==> src/rtl/qdsl_params.svh <==
// Constants shared by both ends of the quad converter serial load link.
`ifndef QDSL_PARAMS_SVH
`define QDSL_PARAMS_SVH

// Word layout, sent most significant bit first.
`define QDSL_WORD_BITS 24
`define QDSL_CODE_BITS 16
`define QDSL_NUM_CHAN 4
`define QDSL_ADDR_HI_BIT 23
`define QDSL_ADDR_LO_BIT 22
`define QDSL_BCAST_BIT 21
`define QDSL_CODE_MSB 15
`define QDSL_LAST_BIT_IDX 5'h17

// Codes loaded by a clear event and by reset.
`define QDSL_MID_CODE 16'h8000
`define QDSL_ZERO_CODE 16'h0000
`define QDSL_RESET_CODE 16'h8000

// Synchroniser lanes inside the device.
`define QDSL_SY_LOAD 0
`define QDSL_SY_UPD 1
`define QDSL_SY_CLR 2
`define QDSL_SY_SEL 3
`define QDSL_SY_RST_VAL 4'h1

// Host timing, in nanoseconds and in core clock cycles.
`define QDSL_CORE_CLK_NS 40
`define QDSL_CEIL_CYC(ns) (((ns) + `QDSL_CORE_CLK_NS - 1) / `QDSL_CORE_CLK_NS)
`define QDSL_MAX(a, b) (((a) > (b)) ? (a) : (b))
`define QDSL_LOAD_LOW_NS 30
`define QDSL_UPD_LOW_NS 100
`define QDSL_UPD_HIGH_NS 150
`define QDSL_CLR_HIGH_NS 10
`define QDSL_SEL_HOLD_NS 100
// The device samples strobes on the link clock (two core cycles a period)
// through two flip-flops, so every strobe phase lasts four link periods.
`define QDSL_SYNC_MIN_CYC 8
`define QDSL_DOC_MAX_CYC `QDSL_MAX(`QDSL_MAX(`QDSL_CEIL_CYC(`QDSL_LOAD_LOW_NS), \
  `QDSL_CEIL_CYC(`QDSL_UPD_LOW_NS)), `QDSL_MAX(`QDSL_CEIL_CYC(`QDSL_UPD_HIGH_NS), \
  `QDSL_MAX(`QDSL_CEIL_CYC(`QDSL_CLR_HIGH_NS), `QDSL_CEIL_CYC(`QDSL_SEL_HOLD_NS))))
`define QDSL_STROBE_CYC 4'(`QDSL_MAX(`QDSL_DOC_MAX_CYC, `QDSL_SYNC_MIN_CYC))
`define QDSL_CNT_W 4

`endif

==> src/rtl/qdsl_pkg.sv <==
// Types shared by both ends of the quad converter serial load link.
package qdsl_pkg;

  // One converter code.
  typedef logic [15:0] qdsl_code_t;

  // Operations the host user can request.
  typedef enum logic [1:0] {
    QDSL_OP_WRITE,
    QDSL_OP_UPDATE,
    QDSL_OP_CLEAR
  } qdsl_op_t;

  // Host sequencer states.
  typedef enum logic [2:0] {
    QDSL_H_IDLE,
    QDSL_H_SHIFT,
    QDSL_H_CS_END,
    QDSL_H_SETUP,
    QDSL_H_PULSE,
    QDSL_H_RECOVER
  } qdsl_hstate_t;

endpackage

==> src/rtl/qdsl_link_if.sv <==
// Interface joining the host and the device over the serial load link.
`timescale 1ns/100ps
interface qdsl_link_if;
  // Serial link.
  logic link_clk;
  logic cs_n;
  logic serial_in;
  logic serial_out;
  // Register load strobes and clear controls.
  logic load_n;
  logic output_reg_update;
  logic clear;
  logic clear_value_select;

  // The host makes the link clock and every control.
  modport host (
    output link_clk,
    output cs_n,
    output serial_in,
    output load_n,
    output output_reg_update,
    output clear,
    output clear_value_select,
    input serial_out
  );

  // The device answers only with its shift register end.
  modport dev (
    input link_clk,
    input cs_n,
    input serial_in,
    input load_n,
    input output_reg_update,
    input clear,
    input clear_value_select,
    output serial_out
  );
endinterface // qdsl_link_if

==> src/rtl/qdsl_host.sv <==
// Host end: turns user requests into serial frames and strobes.
`timescale 1ns/100ps
`include "qdsl_params.svh"
module qdsl_host (
  // Clock and reset.
  input wire logic core_clk_in,
  input wire logic rst_in,
  // Link to the device.
  qdsl_link_if.host link,
  // Request port.
  input wire logic cmd_valid_in,
  input qdsl_pkg::qdsl_op_t cmd_op_in,
  input wire logic [1:0] cmd_addr_in,
  input wire logic cmd_bcast_in,
  input qdsl_pkg::qdsl_code_t cmd_code_in,
  input wire logic cmd_clear_sel_in,
  // Request status.
  output logic cmd_ready_out,
  output logic busy_out
);

  qdsl_pkg::qdsl_hstate_t state_reg;
  qdsl_pkg::qdsl_op_t op_reg;
  logic [`QDSL_WORD_BITS-1:0] word_reg;
  logic [4:0] bit_cnt_reg;
  logic [`QDSL_CNT_W-1:0] cnt_reg;
  logic link_clk_reg;
  logic cs_n_reg;
  logic serial_in_reg;
  logic load_n_reg;
  logic update_reg;
  logic clear_reg;
  logic clear_sel_reg;
  logic ready_reg;
  logic busy_reg;
  logic take;
  logic cnt_done;

  assign take = cmd_valid_in & ready_reg;
  assign cnt_done = (cnt_reg == `QDSL_STROBE_CYC - 4'h1);

  // Link clock divider: half a period per core cycle. It stays high for
  // one extra cycle at frame end so chip select rises with the clock high.
  always_ff @(posedge core_clk_in) begin
    if (rst_in) begin
      link_clk_reg <= 1'b1;
    end else if (state_reg != qdsl_pkg::QDSL_H_CS_END) begin
      link_clk_reg <= ~link_clk_reg;
    end
  end

  // Request acceptance and the sequencer.
  always_ff @(posedge core_clk_in) begin
    if (rst_in) begin
      state_reg <= qdsl_pkg::QDSL_H_IDLE;
      op_reg <= qdsl_pkg::QDSL_OP_WRITE;
      word_reg <= '0;
      bit_cnt_reg <= 5'h00;
      cnt_reg <= '0;
      cs_n_reg <= 1'b1;
      serial_in_reg <= 1'b0;
      clear_sel_reg <= 1'b0;
    end else begin
      unique case (state_reg)
        qdsl_pkg::QDSL_H_IDLE: begin
          cnt_reg <= '0;
          bit_cnt_reg <= 5'h00;
          if (take) begin
            op_reg <= cmd_op_in;
            word_reg <= {cmd_addr_in, cmd_bcast_in, 5'h00, cmd_code_in};
            if (cmd_op_in == qdsl_pkg::QDSL_OP_WRITE) begin
              state_reg <= qdsl_pkg::QDSL_H_SHIFT;
            end else if (cmd_op_in == qdsl_pkg::QDSL_OP_UPDATE) begin
              state_reg <= qdsl_pkg::QDSL_H_PULSE;
            end else begin
              clear_sel_reg <= cmd_clear_sel_in;
              state_reg <= qdsl_pkg::QDSL_H_SETUP;
            end
          end
        end
        qdsl_pkg::QDSL_H_SHIFT: begin
          if (link_clk_reg) begin
            // Falling link edge: present the next bit, select the device.
            cs_n_reg <= 1'b0;
            serial_in_reg <= word_reg[`QDSL_WORD_BITS-1];
            word_reg <= {word_reg[`QDSL_WORD_BITS-2:0], 1'b0};
          end else if (!cs_n_reg) begin
            bit_cnt_reg <= bit_cnt_reg + 5'h01;
            if (bit_cnt_reg == `QDSL_LAST_BIT_IDX) begin
              state_reg <= qdsl_pkg::QDSL_H_CS_END;
            end
          end
        end
        qdsl_pkg::QDSL_H_CS_END: begin
          cs_n_reg <= 1'b1;
          state_reg <= qdsl_pkg::QDSL_H_PULSE;
        end
        qdsl_pkg::QDSL_H_SETUP, qdsl_pkg::QDSL_H_PULSE: begin
          cnt_reg <= cnt_done ? '0 : cnt_reg + 4'h1;
          if (cnt_done) begin
            state_reg <= (state_reg == qdsl_pkg::QDSL_H_SETUP) ?
                         qdsl_pkg::QDSL_H_PULSE : qdsl_pkg::QDSL_H_RECOVER;
          end
        end
        qdsl_pkg::QDSL_H_RECOVER: begin
          cnt_reg <= cnt_done ? '0 : cnt_reg + 4'h1;
          if (cnt_done) begin
            state_reg <= qdsl_pkg::QDSL_H_IDLE;
          end
        end
        default: begin
          state_reg <= qdsl_pkg::QDSL_H_IDLE;
        end
      endcase
    end
  end

  // Strobes follow the sequencer one cycle later; pulse lengths keep.
  always_ff @(posedge core_clk_in) begin
    if (rst_in) begin
      load_n_reg <= 1'b1;
      update_reg <= 1'b0;
      clear_reg <= 1'b0;
    end else begin
      load_n_reg <= ~(state_reg == qdsl_pkg::QDSL_H_PULSE &&
                      op_reg == qdsl_pkg::QDSL_OP_WRITE);
      update_reg <= (state_reg == qdsl_pkg::QDSL_H_PULSE &&
                     op_reg == qdsl_pkg::QDSL_OP_UPDATE);
      clear_reg <= (state_reg == qdsl_pkg::QDSL_H_PULSE &&
                    op_reg == qdsl_pkg::QDSL_OP_CLEAR);
    end
  end

  // Ready and busy track whether the sequencer will take a request.
  always_ff @(posedge core_clk_in) begin
    if (rst_in) begin
      ready_reg <= 1'b1;
      busy_reg <= 1'b0;
    end else if (take) begin
      ready_reg <= 1'b0;
      busy_reg <= 1'b1;
    end else if (state_reg == qdsl_pkg::QDSL_H_RECOVER && cnt_done) begin
      ready_reg <= 1'b1;
      busy_reg <= 1'b0;
    end
  end

  assign link.link_clk = link_clk_reg;
  assign link.cs_n = cs_n_reg;
  assign link.serial_in = serial_in_reg;
  assign link.load_n = load_n_reg;
  assign link.output_reg_update = update_reg;
  assign link.clear = clear_reg;
  assign link.clear_value_select = clear_sel_reg;
  assign cmd_ready_out = ready_reg;
  assign busy_out = busy_reg;

endmodule // qdsl_host

==> src/flat_wrapper.sv <==
// flat-port wrapper written by rule: the top's interface ports become plain ports
module qdsl_host_flat 
  (core_clk_in, rst_in, cmd_valid_in, cmd_op_in, cmd_addr_in, cmd_bcast_in, cmd_code_in, cmd_clear_sel_in, cmd_ready_out, busy_out, link_link_clk, link_cs_n, link_serial_in, link_load_n, link_output_reg_update, link_clear, link_clear_value_select, link_serial_out);
  qdsl_link_if link_i ();
  input wire logic core_clk_in;
  input wire logic rst_in;
  input wire logic cmd_valid_in;
  input qdsl_pkg::qdsl_op_t cmd_op_in;
  input wire logic [1:0] cmd_addr_in;
  input wire logic cmd_bcast_in;
  input qdsl_pkg::qdsl_code_t cmd_code_in;
  input wire logic cmd_clear_sel_in;
  output logic cmd_ready_out;
  output logic busy_out;
  output wire logic [$bits(link_i.link_clk)-1:0] link_link_clk;
  output wire logic [$bits(link_i.cs_n)-1:0] link_cs_n;
  output wire logic [$bits(link_i.serial_in)-1:0] link_serial_in;
  output wire logic [$bits(link_i.load_n)-1:0] link_load_n;
  output wire logic [$bits(link_i.output_reg_update)-1:0] link_output_reg_update;
  output wire logic [$bits(link_i.clear)-1:0] link_clear;
  output wire logic [$bits(link_i.clear_value_select)-1:0] link_clear_value_select;
  input wire logic [$bits(link_i.serial_out)-1:0] link_serial_out;
  assign link_link_clk = link_i.link_clk;
  assign link_cs_n = link_i.cs_n;
  assign link_serial_in = link_i.serial_in;
  assign link_load_n = link_i.load_n;
  assign link_output_reg_update = link_i.output_reg_update;
  assign link_clear = link_i.clear;
  assign link_clear_value_select = link_i.clear_value_select;
  assign link_i.serial_out = link_serial_out;
  qdsl_host u_core (.core_clk_in(core_clk_in), .rst_in(rst_in), .link(link_i), .cmd_valid_in(cmd_valid_in), .cmd_op_in(cmd_op_in), .cmd_addr_in(cmd_addr_in), .cmd_bcast_in(cmd_bcast_in), .cmd_code_in(cmd_code_in), .cmd_clear_sel_in(cmd_clear_sel_in), .cmd_ready_out(cmd_ready_out), .busy_out(busy_out));
endmodule
==> config.mk <==
export PLATFORM = sky130hd
export DESIGN_NAME = qdsl_host_flat
export DESIGN_NICKNAME = d
export VERILOG_FILES = /design/src/rtl/qdsl_pkg.sv /design/src/rtl/qdsl_link_if.sv /design/src/rtl/qdsl_host.sv /design/src/flat_wrapper.sv
export VERILOG_INCLUDE_DIRS = /design/src /design/src/rtl
export SDC_FILE = /design/constraint.sdc
export NUM_CORES = 1
export LEC_CHECK = 0
export ABC_AREA = 0
export BUFFER_PORTS_ARGS = -buffer_cell sky130_fd_sc_hd__buf_2
export CAP_MARGIN = 15
export CORE_UTILIZATION = 58
export CTS_BUF_LIST = sky130_fd_sc_hd__clkbuf_2
export DETAILED_ROUTE_END_ITERATION = 8
export HOLD_SLACK_MARGIN = 0.15
export PLACE_DENSITY = 0.83
export SLEW_MARGIN = 0
export SYNTH_ARGS = -nofsm -noshare
export SYNTH_HDL_FRONTEND = slang
export SYNTH_SLANG_ARGS = --single-unit
==> constraint.sdc <==
create_clock -name core_clk_in -period 1.8 [get_ports core_clk_in]
set_input_delay 0.36 -clock core_clk_in [delete_from_list [all_inputs] [get_ports core_clk_in]]
set_output_delay 0.36 -clock core_clk_in [all_outputs]
set_load 0.05 [all_outputs]
==> impl_results.md <==
- Critical path launch point type: flop
- Unrepaired setup endpoints after global routing: no
- Fraction of the yosys area taken by sequential cells: 0.4290
- Worst-case clock skew: 0.01140 ns
- Critical path data required time: 2.14 ns
- Initial core utilization: 0.6324
- Power per cell area: 1149 mW/mm^2
- Critical setup path kind: reg2reg
- Synthesized-area fraction occupied by xor and xnor cells: 0.02396
- Post-synthesis register bit count: 47
- Port Buf Inserts: 33
- GRT Resource Usage Total: 0.2402
- Proportion of register bits with asynchronous set or reset after synthesis: 0
- Portion of netlist area occupied by mux cells: 0.01882
- Vias/cell: 5.764
- Number of antenna diodes: 0
- Top cells by count, synth: sky130_fd_sc_hd__dfxtp_1 (47), sky130_fd_sc_hd__nor2_1 (36), sky130_fd_sc_hd__nand2_1 (29)
- Result of the run: finished clean
- Worst-case headroom to the max-slew limit: 0.6847
- Transition time at the pin with the least slew margin: 0.4722 ns
- Crit path time final: 1.671 ns
- Number of library cell types mapped by synthesis: 52
- Synth Area per Inst: 8.436 sq um
- DPL Wire Length: 3090 microns
- Post-cts hold buffer count: 0
- Crit share post-route: 0.9285
- Std cell rows: 21
- Cells after Synth: 260
- Total CTS buffers: 5
- Root Buffer: sky130_fd_sc_hd__clkbuf_2
- Detailed-route wire length per cell: 13.10 microns
- Maximum level of the CTS H-tree: 2
- Net count, final: 320
- CP Max Fanout: 15
- Area of the multi-input gates: 0.001144 sq mm
- Share of the synthesized area in compound gates (AO/OA/AOI/OAI): 0.2288
- Peak supply drop: 0.6712 mV
- Library cell contributing the largest single delay on the critical path: sky130_fd_sc_hd__dfxtp_1
- Largest area contributor in the synthesized netlist: sky130_fd_sc_hd__dfxtp_1
- Setup slack of the most critical reg-to-reg path: 0.13 ns
- DRC violations left: 0
- Detailed-route via count: 1954
- Pin count of the biggest net entering global routing: 42
- Cells along the critical path: nor3b_4, buf_4, nand2_1, a311oi_1
- Sum of overflow across all layers after global routing: 0
- Top FF cell, synth: sky130_fd_sc_hd__dfxtp_1
- Crit. End Element: flop
- GPL Wtd Cong: 0.8095
- Warnings from Yosys: 0
- Adder-cell area share of the yosys netlist: 0.01141
- Number of setup buffers added after CTS: 0
- Total design power: 2.833 mW
- Max Cap Violations: 0
- Static Leakage: 0.9083 nW
- I/O pin total: 35
- Worst path top cell family by delay: flip-flops
- Setup violation total in the final timing report: 0
- Synth-to-layout area growth: 12.38%
- Clock-pin slew reported for the worst setup and hold paths after clock tree synthesis: 0.22 ns
- Iteration-0 DRC count of the detailed router: 104
- Largest incremental delay on the critical path: 0.66 ns
- Number of instances resized during post-cts repair: 0
- Dominant cell by count in the synthesized netlist: sky130_fd_sc_hd__dfxtp_1
- Dominant cells by area after synthesis: sky130_fd_sc_hd__dfxtp_1 (43%), sky130_fd_sc_hd__a311oi_1 (7.2%), sky130_fd_sc_hd__nor2_1 (6.2%)
- Antenna violation net count after detailed routing: 0
- Via count of the first global-routing pass: 1827
- Hold/Removal Path Class: in2reg
- Number of iterations in the first detailed-routing pass: 4
- Syn Nets: 288
- Max Buffers Root-to-Sink: 2
- Signal arrival time at the worst endpoint: 2.01 ns
- Number of antenna violations at the first check in global routing: 0
- Critical path buffers and inverters: 1
- Number of flops mapped to enable cells by yosys: 0
- Share of the synthesized area in the top cell type: 0.4290
- Latest clock arrival within the worst-skew pair: 0.42 ns
- Wire length of the first global-routing pass: 7776 microns
- Core region area: 0.003468 sq mm
- Wire length reported by the detailed router: 4441 microns
- Die footprint: 0.004032 sq mm
- Chip Height: 63.50 microns
- Final total negative setup slack: 0 ns
- Cell Area, Synth: 0.002193 sq mm
- Highest clock frequency the design can meet: 598.4 MHz
- FF+latch area: 942.2 sq um
- Hold Violations, Final: 0
- Fraction of layout instances using a drive strength above 1: 0.2082
- X dimension of the die: 63.50 microns
- Area fraction in and, or, nand and nor cells after synthesis: 0.2384
- Clock sink count: 47
- Max-slew violation count: 0
- Number of flip-flops under the largest register name: 24
- Final-layout fill cell count: 287
- TritonCTS clock tree: done
- Main combinational cell family by area after synthesis: simple AND/OR/NAND/NOR gates
layout by cell type, fill, tap and decap left out, types with 3 or more instances in the layout:
| master | netlist | routed |
|---|---|---|
| sky130_fd_sc_hd__nand2b_1 | 6 | 6 |
| sky130_fd_sc_hd__dfxtp_1 | 47 | 46 |
| sky130_fd_sc_hd__inv_1 | 3 | 3 |
| sky130_fd_sc_hd__mux2i_1 | 3 | 3 |
| sky130_fd_sc_hd__a21oi_1 | 10 | 10 |
| sky130_fd_sc_hd__a32oi_1 | 3 | 3 |
| sky130_fd_sc_hd__nand2_1 | 29 | 29 |
| sky130_fd_sc_hd__nand3_1 | 11 | 11 |
| sky130_fd_sc_hd__buf_2 | 9 | 33 |
| sky130_fd_sc_hd__clkbuf_2 | 0 | 6 |
| sky130_fd_sc_hd__o21ai_0 | 23 | 23 |
| sky130_fd_sc_hd__buf_4 | 3 | 11 |
| sky130_fd_sc_hd__nor2_1 | 36 | 36 |
| sky130_fd_sc_hd__a311oi_1 | 18 | 18 |
| sky130_fd_sc_hd__a211oi_1 | 3 | 3 |
| sky130_fd_sc_hd__xor2_1 | 4 | 4 |
path summary, 6_finish.rpt:
path / startpoint / to / depth (start not counted)
hold reg to reg: u_core.link.serial_in / u_core.link.serial_in / 2
setup reg to reg: u_core.state_reg[0] / u_core.word_reg[13] / 4
setup / recovery: u_core.state_reg[0] / u_core.word_reg[13] / 4
hold / removal: cmd_code_in[0] / u_core.word_reg[0] / 3
through the flow:
step	hold WS, ns	cells	setup WS (ns)	util	instance area (sq um)
floorplan	0.4255	260	0.07480	-	2193
global placement	0.4398	331	0.2265	0.6981	2421
detailed placement	0.4470	331	0.1878	0.6981	2421
CTS	0.1506	339	0.04356	0.7103	2464
global route	0.1528	339	0.02070	0.7107	2465
finish	0.1699	339	0.1288	0.7107	2465
report_power, final:
group	internal [mW]	total, mW	leakage (nW)	switching, mW
clock	0.0989	0.430	0.0290	0.331
combinational	0.421	1.03	0.495	0.609
sequential	1.22	1.37	0.384	0.158
total	1.73	2.83	0.908	1.10
cells by family (layout without fill, tap and decap cells):
group,after synthesis,in the layout
adder cells (fa/ha/maj),2,2
XOR/XNOR,6,6
multiplexers,4,4
AND/OR/NAND/NOR,105,105
flip-flops,47,47
buffers and inverters,23,56
AO/OA/AOI/OAI,73,73
final cells by class:
cell class,instances,share of cell area
multi-input combinational,190,0.4640
inverter,3,0.004569
clock inverter,2,0.005076
clock buffer,6,0.01218
tap,46,0.02335
sequential,47,0.3822
timing repair buffer,45,0.1086
layer usage:
metal / up-vias / GRT usage / routed length, microns
met1: 891 / 0.3061 / 2158
li1: 1008 / - / -
met5: - / 0 / 0
met4: 0 / 0.07670 / 49
met3: 5 / 0.06159 / 192
met2: 50 / 0.3923 / 2041
worst reg2reg max path: stages (launching register included):
cell,delay (ns)
sky130_fd_sc_hd__dfxtp_1,0.66
sky130_fd_sc_hd__nor3b_4,0.34
sky130_fd_sc_hd__buf_4,0.24
sky130_fd_sc_hd__nand2_1,0.08
sky130_fd_sc_hd__a311oi_1,0.28
No activity file was read; power rests on OpenSTA's default activity.
